$ cat src/verilog/cluster_power_pkg.sv
// Constants and types for the cluster power control registers
package cluster_power_pkg;
    localparam int NUM_THREADS = 4;
    localparam int THREAD_W    = 2;
    localparam int TICK_W      = 10;
    localparam int HINT_W      = 20;

    // System register coordinates
    localparam logic [3:0] CRN_PWR   = 4'hF;
    localparam logic [3:0] CRM_PWR   = 4'h3;
    localparam logic [2:0] OP2_CTRL  = 3'h5;
    localparam logic [2:0] OP2_PWRDN = 3'h6;
    localparam logic [2:0] OP2_STAT  = 3'h7;

    // Privilege levels
    localparam logic [1:0] EL_USER = 2'h0;
    localparam logic [1:0] EL_KERN = 2'h1;

    // Field positions
    localparam int RET_LSB  = 0;
    localparam int RET_MSB  = 2;
    localparam int PORT_LSB = 4;
    localparam int PORT_MSB = 7;
    localparam int DN_CLUS  = 0;
    localparam int DN_MEM   = 1;

    // Power-active hint bit positions
    localparam int HINT_CLUS     = 0;
    localparam int HINT_RETN     = 1;
    localparam int HINT_MEM      = 2;
    localparam int HINT_PORT_LSB = 16;
    localparam int HINT_PORT_MSB = 19;

    // Reset values and retention thresholds in timer ticks
    localparam logic [2:0]  RET_OFF = 3'h0;
    localparam logic [TICK_W-1:0] RET_TICKS [0:7] = '{
        10'h000, 10'h002, 10'h008, 10'h020,
        10'h040, 10'h080, 10'h100, 10'h200};
    localparam logic [TICK_W-1:0] TICK_ONE = 10'h001;

    typedef enum logic [1:0] {RET_IDLE, RET_COUNT, RET_REQ} ret_state_type;
endpackage

$ cat src/verilog/cluster_power_control_regs.sv
// Cluster power control, powerdown requirement and power status registers
`timescale 1ns/1ps
// Function
// - 3-bit retention timeout, zero disables, resets zero
// - Codes 1-7 mean 2..512 timer ticks
// - Cache portion request drives hint bits 19:16
// - Powerdown requirement banked per thread
// - Bit 1 advertises memory retention need
// - Bit 0 advertises cluster power need
// - Hints advisory; powerdown requests always accepted
// - Per-thread powerdown bits reset to zero
// - Status 7:4 reports powered cache portions
// - Portion status reset follows channel init
// - Status bit 1 combines retention bits
// - Status bit 0 combines cluster power bits
// - Status register read-only, shared, writes ignored
// - Kernel writes gated by enables and security
// - Registers at CRn 15 CRm 3 op2 5-7
module cluster_power_control_regs
    import cluster_power_pkg::*;
(
    input  wire logic                I_CLK,
    input  wire logic                I_ARST_N,
    input  wire logic                I_REG_VALID,
    input  wire logic                I_REG_WRITE,
    input  wire logic [3:0]          I_REG_CRN,
    input  wire logic [3:0]          I_REG_CRM,
    input  wire logic [2:0]          I_REG_OP2,
    input  wire logic [THREAD_W-1:0] I_REG_THREAD,
    input  wire logic [1:0]          I_REG_EL,
    input  wire logic [31:0]         I_REG_WDATA,
    input  wire logic                I_TOP_PWR_WE,
    input  wire logic                I_HYP_PWR_WE,
    input  wire logic                I_NONSECURE,
    input  wire logic                I_TIMER_TICK,
    input  wire logic                I_CLUSTER_ACTIVE,
    input  wire logic [3:0]          I_PCH_INIT_PORTIONS,
    input  wire logic [3:0]          I_PORTIONS_POWERED,
    input  wire logic                I_PCH_DOWN_REQ,
    output logic [31:0]              O_REG_RDATA,
    output logic                     O_REG_ACK,
    output logic                     O_REG_FAULT,
    output logic                     O_PCH_DOWN_ACCEPT,
    output logic [HINT_W-1:0]        O_POWER_ACTIVE_HINT
);

    // ==========================================================
    // Helpers
    function automatic logic is_pwr_reg(input logic [3:0] crn,
                                        input logic [3:0] crm,
                                        input logic [2:0] op2);
        is_pwr_reg = (crn == CRN_PWR) && (crm == CRM_PWR) &&
                     (op2 == OP2_CTRL || op2 == OP2_PWRDN ||
                      op2 == OP2_STAT);
    endfunction

    function automatic logic [TICK_W-1:0] ret_ticks(input logic [2:0] code);
        ret_ticks = RET_TICKS[code];
    endfunction

    // ==========================================================
    // Register state
    logic [2:0]             ret_code;
    logic [3:0]             ctrl_portion;
    logic [3:0]             stat_portion;
    logic [NUM_THREADS-1:0] pwrdn_clus;
    logic [NUM_THREADS-1:0] pwrdn_mem;
    logic                   loaded;
    logic [2:0]             next_ret_code;
    logic [3:0]             next_ctrl_portion;
    logic [3:0]             next_stat_portion;
    logic [NUM_THREADS-1:0] next_pwrdn_clus;
    logic [NUM_THREADS-1:0] next_pwrdn_mem;
    logic [31:0]            next_rdata;
    logic                   next_ack;
    logic                   next_fault;
    logic                   write_ok;
    logic                   ctrl_written;

    // Kernel level needs both enables, or top enable when secure
    assign write_ok = (I_REG_EL != EL_USER) &&
                      ((I_REG_EL != EL_KERN) ||
                       (I_TOP_PWR_WE && (I_HYP_PWR_WE || !I_NONSECURE)));

    always_comb begin
        next_ret_code     = ret_code;
        next_ctrl_portion = ctrl_portion;
        next_pwrdn_clus   = pwrdn_clus;
        next_pwrdn_mem    = pwrdn_mem;
        next_rdata        = '0;
        next_ack          = 1'b0;
        next_fault        = 1'b0;
        ctrl_written      = 1'b0;
        // Portions follow channel init state until first release edge
        next_stat_portion = loaded ? I_PORTIONS_POWERED
                                   : I_PCH_INIT_PORTIONS;
        if (!loaded) begin
            next_ctrl_portion = I_PCH_INIT_PORTIONS;
        end
        if (I_REG_VALID) begin
            if (!is_pwr_reg(I_REG_CRN, I_REG_CRM, I_REG_OP2) ||
                I_REG_EL == EL_USER) begin
                next_fault = 1'b1;
            end else if (I_REG_WRITE && !write_ok) begin
                next_fault = 1'b1;
            end else begin
                next_ack = 1'b1;
                unique case (I_REG_OP2)
                    OP2_CTRL: begin
                        if (I_REG_WRITE) begin
                            next_ret_code     = I_REG_WDATA[RET_MSB:RET_LSB];
                            next_ctrl_portion = I_REG_WDATA[PORT_MSB:PORT_LSB];
                            ctrl_written      = 1'b1;
                        end else begin
                            next_rdata[RET_MSB:RET_LSB]   = ret_code;
                            next_rdata[PORT_MSB:PORT_LSB] = ctrl_portion;
                        end
                    end
                    OP2_PWRDN: begin
                        if (I_REG_WRITE) begin
                            next_pwrdn_clus[I_REG_THREAD] = I_REG_WDATA[DN_CLUS];
                            next_pwrdn_mem[I_REG_THREAD]  = I_REG_WDATA[DN_MEM];
                        end else begin
                            next_rdata[DN_CLUS] = pwrdn_clus[I_REG_THREAD];
                            next_rdata[DN_MEM]  = pwrdn_mem[I_REG_THREAD];
                        end
                    end
                    OP2_STAT: begin
                        // Writes are accepted and dropped
                        if (!I_REG_WRITE) begin
                            next_rdata[PORT_MSB:PORT_LSB] = stat_portion;
                            next_rdata[DN_MEM]  = |pwrdn_mem;
                            next_rdata[DN_CLUS] = |pwrdn_clus;
                        end
                    end
                    default: begin
                        next_ack   = 1'b0;
                        next_fault = 1'b1;
                    end
                endcase
            end
        end
    end

    always_ff @(posedge I_CLK or negedge I_ARST_N) begin
        if (!I_ARST_N) begin
            ret_code     <= RET_OFF;
            ctrl_portion <= '0;
            stat_portion <= '0;
            pwrdn_clus   <= '0;
            pwrdn_mem    <= '0;
            loaded       <= 1'b0;
            O_REG_RDATA  <= '0;
            O_REG_ACK    <= 1'b0;
            O_REG_FAULT  <= 1'b0;
        end else begin
            ret_code     <= next_ret_code;
            ctrl_portion <= next_ctrl_portion;
            stat_portion <= next_stat_portion;
            pwrdn_clus   <= next_pwrdn_clus;
            pwrdn_mem    <= next_pwrdn_mem;
            loaded       <= 1'b1;
            O_REG_RDATA  <= next_rdata;
            O_REG_ACK    <= next_ack;
            O_REG_FAULT  <= next_fault;
        end
    end

    // ==========================================================
    // Retention inactivity timer
    ret_state_type       ret_state;
    ret_state_type       next_ret_state;
    logic [TICK_W-1:0]   tick_cnt;
    logic [TICK_W-1:0]   next_tick_cnt;
    logic [HINT_W-1:0]   next_hint;

    always_comb begin
        next_ret_state = ret_state;
        next_tick_cnt  = tick_cnt;
        unique case (ret_state)
            RET_IDLE: begin
                next_tick_cnt = '0;
                if (ret_code != RET_OFF && !I_CLUSTER_ACTIVE && !ctrl_written) begin
                    next_ret_state = RET_COUNT;
                end
            end
            RET_COUNT: begin
                if (ret_code == RET_OFF || I_CLUSTER_ACTIVE || ctrl_written) begin
                    next_ret_state = RET_IDLE;
                    next_tick_cnt  = '0;
                end else if (I_TIMER_TICK) begin
                    next_tick_cnt = tick_cnt + TICK_ONE;
                    if (next_tick_cnt >= ret_ticks(ret_code)) begin
                        next_ret_state = RET_REQ;
                    end
                end
            end
            RET_REQ: begin
                if (ret_code == RET_OFF || I_CLUSTER_ACTIVE || ctrl_written) begin
                    next_ret_state = RET_IDLE;
                    next_tick_cnt  = '0;
                end
            end
        endcase
        next_hint = '0;
        next_hint[HINT_PORT_MSB:HINT_PORT_LSB] = next_ctrl_portion;
        next_hint[HINT_RETN] = (next_ret_state == RET_REQ);
        next_hint[HINT_MEM]  = |next_pwrdn_mem;
        next_hint[HINT_CLUS] = |next_pwrdn_clus;
    end

    always_ff @(posedge I_CLK or negedge I_ARST_N) begin
        if (!I_ARST_N) begin
            ret_state           <= RET_IDLE;
            tick_cnt            <= '0;
            O_POWER_ACTIVE_HINT <= '0;
        end else begin
            ret_state           <= next_ret_state;
            tick_cnt            <= next_tick_cnt;
            O_POWER_ACTIVE_HINT <= next_hint;
        end
    end

    // Hints never block a powerdown request
    assign O_PCH_DOWN_ACCEPT = I_PCH_DOWN_REQ;

    logic [NUM_THREADS-1:0] thr_mask;
    assign thr_mask = {{(NUM_THREADS-1){1'b0}}, 1'b1} << I_REG_THREAD;
endmodule

$ cat config.mk
export PLATFORM = sky130hd
export DESIGN_NAME = cluster_power_control_regs
export DESIGN_NICKNAME = d
export VERILOG_FILES = /design/src/verilog/cluster_power_pkg.sv /design/src/verilog/cluster_power_control_regs.sv
export SDC_FILE = /design/constraint.sdc
export NUM_CORES = 1
export LEC_CHECK = 0
export ABC_AREA = 1
export ABC_CLOCK_PERIOD_IN_PS = 2950
export BUFFER_PORTS_ARGS = -buffer_cell sky130_fd_sc_hd__buf_2
export CAP_MARGIN = 20
export CORE_UTILIZATION = 40
export CTS_BUF_LIST = sky130_fd_sc_hd__clkbuf_16
export CTS_CLUSTER_SIZE = 20
export DETAILED_ROUTE_END_ITERATION = 10
export PLACE_DENSITY = 0.68
export SLEW_MARGIN = 20
export SYNTH_ARGS = -nofsm -noshare
export SYNTH_HDL_FRONTEND = slang
export SYNTH_SLANG_ARGS = --single-unit
$ cat constraint.sdc
create_clock -name I_CLK -period 2.95 [get_ports I_CLK]
set_clock_uncertainty 0.15 [all_clocks]
set_input_delay 0.1475 -clock I_CLK [delete_from_list [all_inputs] [get_ports I_CLK]]
set_output_delay 0.1475 -clock I_CLK [all_outputs]
set_load 0.005 [all_outputs]
==> results.cfg, run 1 <==
[synthesis]
flip_flop_and_latch_count_after_synthesis = 44
synth.area.top_cells = dfrtp_1 (38%), nand2_1 (10%), buf_4 (10%)
ys_seq_area_frac = 0.3819
synth_top_area_cell = dfrtp_1
synth-main-ff-cell = dfrtp_1
synth_edf_count = 0
syn-instance-count = 378
synth-async-reset-ratio = 1.000
synth_most_common_cell = nand2_1
synthDistinctLibCells = 33
synth_commonest_cells = nand2_1 (79), inv_1 (65), dfrtp_1 (44), buf_4 (39), nor2_1 (28)
synth_largest_type_area_fraction = 0.3819
avg_cell_area_syn_sq_um = 7.626
netlist_area_sq_um = 2883
yosys_warnings = 0

[sta]
fin_setup_tns_ps = 0
timing.final.ws_setup_ps = 289.8
min_period_ps = 2660
timing.final.hold_violations = 0
maxSlewViolCount = 0
fin_hold_ws_ps = 28.41
timing.final.crit_share = 0.9018
rsz0062_at_grt = false
setup_viol_count_final = 0
relSlewSlack = 0.6396
timing_worst_slew_pin_value_ps = 540.5
fmax_mhz = 375.9

[clocking]
clkSlewWorstSetupHoldPaths_ps = 70
clkLatencyLatePin_ps = 290
clkSinkCount = 44
numCtsBuffers = 5
cts_tree = built
clock_tree.htree_level_count = 2
ctsLongestPathBuffers = 2
clock_tree.root_cell = clkbuf_16

[layout]
design.final.nets = 525
layout.area.seq_sq_um = 1104
final_standard_cell_count_with_taps_included_and_fillers_excluded = 547
antenna-diode-count = 0
fillerInstances = 698
layout-drive-gt1-share = 0.1996
area_delta_synth_final_pct = 19.66
multiInputGateArea_sq_um = 1363

[worst_hold_path]
hold_depth = 3
hold_path.class = input port to flip-flop
worstHoldEndpoint = ret_code[1]
hp-start = I_REG_WDATA[1]

[global_route]
grt_antenna_before_repair = 0
grt_overflow_total = 0
grt_pass1_vias = 2280
grt_pass1_wl_microns = 9867
grt_util_all_layers = 0.1674
largest_net_degree_at_the_start_of_global_routing = 45

[detailed_routing]
totalWireLength_microns = 5820
wire_per_inst_microns = 10.64
post-route-drc-count = 0
routed-via-count = 2481
drtAntennaViolNets = 0
avgViaCountPerCell = 4.536
first_pass_iters = 4
dr.first_iter.drc_count = 96

[die]
die_w_microns = 86.90
placementRows = 30
die_height_microns = 86.90
num_io_pins = 120
initial_standard_cell_utilization_of_the_core = 0.4197
fp.dieArea_sq_um = 7551
design.core.area_sq_um = 6869

[placement]
detailedPlacementHpwl_microns = 4427
number_of_cells_in_the_design_after_placement = 522
place_worst_setup_slack_ps = 197.2
numPortBuffers = 54
gp_routability_congestion = 0.8847

[worst_setup_path]
setup.reg_to_reg.worst_slack_ps = 290
type_of_element_capturing_the_critical_path = flip-flop
worst-setup-path-type = flip-flop to flip-flop
crit_required_ps = 2980
arrival_ps = 2690
crit-reg2reg-launch = tick_cnt[0]
worstReg2RegEnd = O_POWER_ACTIVE_HINT[1]
setup.worst_path.start_class = flip-flop
ff2ff_path_depth = 19
crit_fanout = 6

[pwr]
combPwrFrac = 0.146
p_clk_frac = 0.429
leakage_nw = 1.847
internal_power_mw = 1.112
power.switching_mw = 0.3947
pwr-share-seq = 0.425
netSwitchingFraction = 0.2620
pd_cells_nw_per_um2 = 436.7
ir_drop_v = 0.0003124

[run]
max_cap_violations = 0

[run_status]
status = complete, no violations
sequential cells by signal (all words and copies together), names as in the netlist:
| signal | cells |
|---|---|
| ret_state | 2 |
| O_REG_ACK | 1 |
| ctrl_portion | 3 |
| loaded | 1 |
| O_REG_RDATA | 7 |
| stat_portion | 4 |
| O_REG_FAULT | 1 |
| ret_code | 3 |
| pwrdn_clus | 4 |
| tick_cnt | 10 |
| O_POWER_ACTIVE_HINT | 4 |
| pwrdn_mem | 4 |
power groups by stage:
stage                     Sequential [mW]  Clock (mW)  Combinational, mW
after floorplan                     0.646           0              0.171
after global placement              0.649           0              0.197
after detailed placement            0.651           0              0.201
after CTS                           0.639       0.662              0.221
after global routing                0.643       0.681              0.257
final                               0.640       0.646              0.220
stage by stage:
| stage | utilization | area (sq um) | power [mW] |
|---|---|---|---|
| 2_1_floorplan | - | 3022 | 0.8178 |
| 3_3_place_gp | 0.4495 | 3088 | 0.8467 |
| 3_5_place_dp | 0.4495 | 3088 | 0.8521 |
| 4_1_cts | 0.4978 | 3420 | 1.522 |
| 5_1_grt | 0.5022 | 3450 | 1.581 |
| 6_report | 0.5022 | 3450 | 1.506 |
logic make-up after synthesis:
logic type / after synthesis / share of synthesized area
AND/OR/NAND/NOR: 160 / 0.2569
buffers and inverters: 110 / 0.1996
AO/OA/AOI/OAI: 46 / 0.09722
flip-flops: 44 / 0.3819
adder cells (fa/ha/maj): 10 / 0.04340
XOR/XNOR: 6 / 0.01823
other: 2 / 0.002605
area by class of cell:
cell class / count / area share
inverter: 67 / 0.07291
sequential: 44 / 0.3199
multi-input combinational: 261 / 0.3950
timing repair buffer: 71 / 0.1277
clock buffer: 5 / 0.03627
clock inverter: 3 / 0.01342
tap: 96 / 0.03482
per-layer routing:
metal / share of wire / vias to the layer above / wire length, microns / GRT usage
met3: 0.045 / 7 / 259 / 0.03697
li1: - / 1267 / - / -
met4: 0.011 / 0 / 66 / 0.04394
met2: 0.51 / 51 / 2947 / 0.3021
met5: 0 / - / 0 / 0
met1: 0.44 / 1156 / 2546 / 0.2007
what timing repair did:
item / CTS / global route
buffers inserted: 0 / 1
hold endpoints to repair: 55 / 0
endpoints found under the setup margin: 0 / 2
gates resized for setup: 0 / 7
hold buffers: 16 / 0
worst max-delay path by stage:
| stage | endpoint | slack, ps | cells past startpoint | startpoint |
|---|---|---|---|---|
| finish | O_POWER_ACTIVE_HINT[1] | 290 | 19 | tick_cnt[0] |
| global route | O_POWER_ACTIVE_HINT[1] | 10 | 19 | tick_cnt[0] |
| CTS | O_POWER_ACTIVE_HINT[1] | 170 | 19 | tick_cnt[0] |
| detailed placement | O_POWER_ACTIVE_HINT[1] | 200 | 19 | tick_cnt[0] |
| global placement | O_POWER_ACTIVE_HINT[1] | 230 | 19 | tick_cnt[0] |
| floorplan | O_POWER_ACTIVE_HINT[1] | 480 | 19 | tick_cnt[0] |
cell usage in the layout, fill, tap and decap left out, types with 2 or more instances in the layout:
cell,count
nand3_2,5
buf_4,2
nand2_2,4
a22oi_1,6
a21oi_1,8
conb_1,39
o22ai_1,2
ha_1,9
nor2_2,2
nand2_1,78
a21oi_2,2
nor2_4,2
a31oi_1,2
o221ai_1,2
nand3_1,24
dfrtp_1,42
nand4_1,9
dfrtp_2,2
nor4_1,2
xor2_1,2
o21ai_0,8
nor3_1,5
xnor2_1,3
buf_2,53
nor2_1,26
inv_1,65
dlygate4sd3_1,16
inv_2,2
o21ai_2,2
o21ai_1,13
clkbuf_16,5
critical path, cell delays in order (launching register included):
cell and delay, ps:
dfrtp_2 440, ha_2 220, nand2_2 100, inv_1 40
nand2_1 80, inv_1 60, nand4_1 80, xor2_1 210
inv_1 70, ha_1 290, nand2_1 90, nor2_2 60
nand3_1 60, nand2_1 50, a21oi_1 140, nand2_1 80
nand2_1 80, nand2_1 70, a21oi_2 140, nor2_1 50
Power figures use the tool's default switching activity.
==> inputs of run 2 (changes only) <==
--- a/config.mk
+++ b/config.mk
@@ -7,7 +7,7 @@
 export LEC_CHECK = 0
 export ABC_AREA = 1
 export ABC_CLOCK_PERIOD_IN_PS = 2950
-export BUFFER_PORTS_ARGS = -buffer_cell sky130_fd_sc_hd__buf_2
+export BUFFER_PORTS_ARGS = -buffer_cell sky130_fd_sc_hd__buf_4
 export CAP_MARGIN = 20
 export CORE_UTILIZATION = 40
 export CTS_BUF_LIST = sky130_fd_sc_hd__clkbuf_16
==> run 2 against run 1 <==
Net effect:
- register-to-register slack worse by 30 ps
- core utilization increased by 2.3 points
- hold slack got worse by 21 ps
- non-clock buffer count is 3 higher
- highest routed layer unchanged
- critical path depth stayed put
==> results.cfg, run 2 (synthesis gave the netlist of run 1 again) <==
[clocking]
clock_tree.htree_level_count = 2
clkLatencyLatePin_ps = 290
ctsLongestPathBuffers = 2
cts_tree = built
clkSlewWorstSetupHoldPaths_ps = 70
clkSinkCount = 44
clock_tree.root_cell = clkbuf_16
numCtsBuffers = 5

[layout]
reg_top3 = tick_cnt (10), O_REG_RDATA (7)
finished_layout_cell_area_sq_um = 3605
layout-drive-gt1-share = 0.1982
layout.cells.most_common_list = nand2_1 (79), inv_1 (65), buf_4 (58), dfrtp_1 (44), conb_1 (39)
fillerInstances = 663
final_standard_cell_count_with_taps_included_and_fillers_excluded = 550
largest-register = tick_cnt
finish.utilization = 0.5248
layout_commonest_cell = nand2_1
multiInputGateArea_sq_um = 1365
antenna-diode-count = 0
max_ffs_per_register = 10
area_delta_synth_final_pct = 25.04
layout.area.seq_sq_um = 1101
design.final.nets = 528

[worst_setup_path]
timing.critical_path.slowest_stage_cell = dfrtp_1
ff2ff_path_depth = 19
crit_fanout = 4
arrival_ps = 2760
crit_path_max_incr_delay_ps = 370
crit_path_frequent_cell = nand2_1
type_of_element_capturing_the_critical_path = flip-flop
worst-setup-path-type = flip-flop to flip-flop
crit_required_ps = 3030
cp_cell_sequence = ha_2 -> nand2_1 -> inv_1 -> nand2_1 -> inv_1 -> nand4_1 -> xor2_2 -> inv_1 -> ha_1 -> nand2_1 -> nor2_2 -> nand3_1 -> nand2_1 -> a21oi_1 -> nand2_1 -> nand2_1 -> a21oi_1 -> nand2_1 -> nor2_1
setup.worst_path.start_class = flip-flop

[pwr]
netSwitchingFraction = 0.2603
internal_power_mw = 1.132
power.total_mw = 1.530
pwr-share-seq = 0.417
ir_drop_v = 0.0002260
combPwrFrac = 0.161
leakage_nw = 1.904
power.switching_mw = 0.3983
pd_cells_nw_per_um2 = 424.5
p_clk_frac = 0.422

[sta]
min_period_ps = 2686
setup_viol_count_final = 0
timing_worst_slew_pin_value_ps = 540.9
fmax_mhz = 372.4
timing.final.hold_violations = 0
maxSlewViolCount = 0
fin_setup_tns_ps = 0
timing.final.ws_setup_ps = 264.4
relSlewSlack = 0.6394
timing.final.crit_share = 0.9104
fin_hold_ws_ps = 7.456

[placement]
number_of_cells_in_the_design_after_placement = 523
numPortBuffers = 54
detailed_place.area_sq_um = 3231
gp_routability_congestion = 0.9043
detailedPlacementHpwl_microns = 4535
place_worst_setup_slack_ps = 219.6

[die]
initial_standard_cell_utilization_of_the_core = 0.4197
num_io_pins = 120
die_height_microns = 86.90
placementRows = 30
die_w_microns = 86.90
fp.dieArea_sq_um = 7551
design.core.area_sq_um = 6869

[global_route]
grt_pass1_vias = 2402
grt_pass1_wl_microns = 10150
grt_util_all_layers = 0.1707
grt_overflow_total = 0
grt_antenna_before_repair = 0
largest_net_degree_at_the_start_of_global_routing = 45

[run_status]
status = complete, no violations

[run]
max_cap_violations = 0

[detailed_routing]
totalWireLength_microns = 5878
first_pass_iters = 4
avgViaCountPerCell = 4.460
routed-via-count = 2453
wire_per_inst_microns = 10.69
drtAntennaViolNets = 0
dr.first_iter.drc_count = 129
post-route-drc-count = 0

[worst_hold_path]
hold_depth = 3
hold_path.class = input port to flip-flop
-- run 2: timing repair --
| item | CTS | global route |
|---|---|---|
| setup buffers | 0 | 3 |
| endpoints found under the setup margin | 0 | 2 |
| hold endpoints to repair | 56 | 0 |
| gates resized for setup | 0 | 4 |
| hold buffers | 16 | 0 |
-- run 2: cell type report --
class                      count  area share
clock inverter                 3     0.01284
timing repair buffer          74      0.1652
sequential                    44      0.3055
multi-input combinational    261      0.3787
clock buffer                   5     0.03471
inverter                      67     0.06977
tap                           96     0.03332
-- run 2: power groups by stage --
stage / sequential [mW] / clock, mW / combinational, mW
floorplan: 0.646 / 0 / 0.171
global placement: 0.648 / 0 / 0.220
detailed placement: 0.650 / 0 / 0.228
CTS: 0.638 / 0.658 / 0.246
global route: 0.640 / 0.683 / 0.283
finish: 0.637 / 0.646 / 0.246
-- run 2: critical path, delay by kind of cell, from the launching register on --
family          cells  cell delay (ps)
flops               1              370
compound gates      2              180
xor+xnor            1              230
simple gates       11              990
fa+ha+maj           2              470
buf+inv             3              200
-- run 2: routing by layer --
metal / vias up / routed length (microns) / GRT usage
li1: 1269 / - / -
met1: 1123 / 2628 / 0.2075
met2: 54 / 2981 / 0.3085
met3: 7 / 217 / 0.03412
met4: 0 / 50 / 0.04242
met5: - / 0 / 0
-- run 2: final timing paths --
| kind | slack, ps | start | endpoint |
|---|---|---|---|
| worst max-delay path | 260 | tick_cnt[1] | O_POWER_ACTIVE_HINT[1] |
| worst min-delay path | 7 | I_REG_WDATA[0] | ret_code[0] |
| worst max register to register | 260 | tick_cnt[1] | O_POWER_ACTIVE_HINT[1] |
| worst min register to register | 380 | tick_cnt[4] | tick_cnt[4] |
| max in group asynchronous | 2030 | I_ARST_N | ret_code[2] |
| min in group asynchronous | 240 | I_ARST_N | tick_cnt[0] |
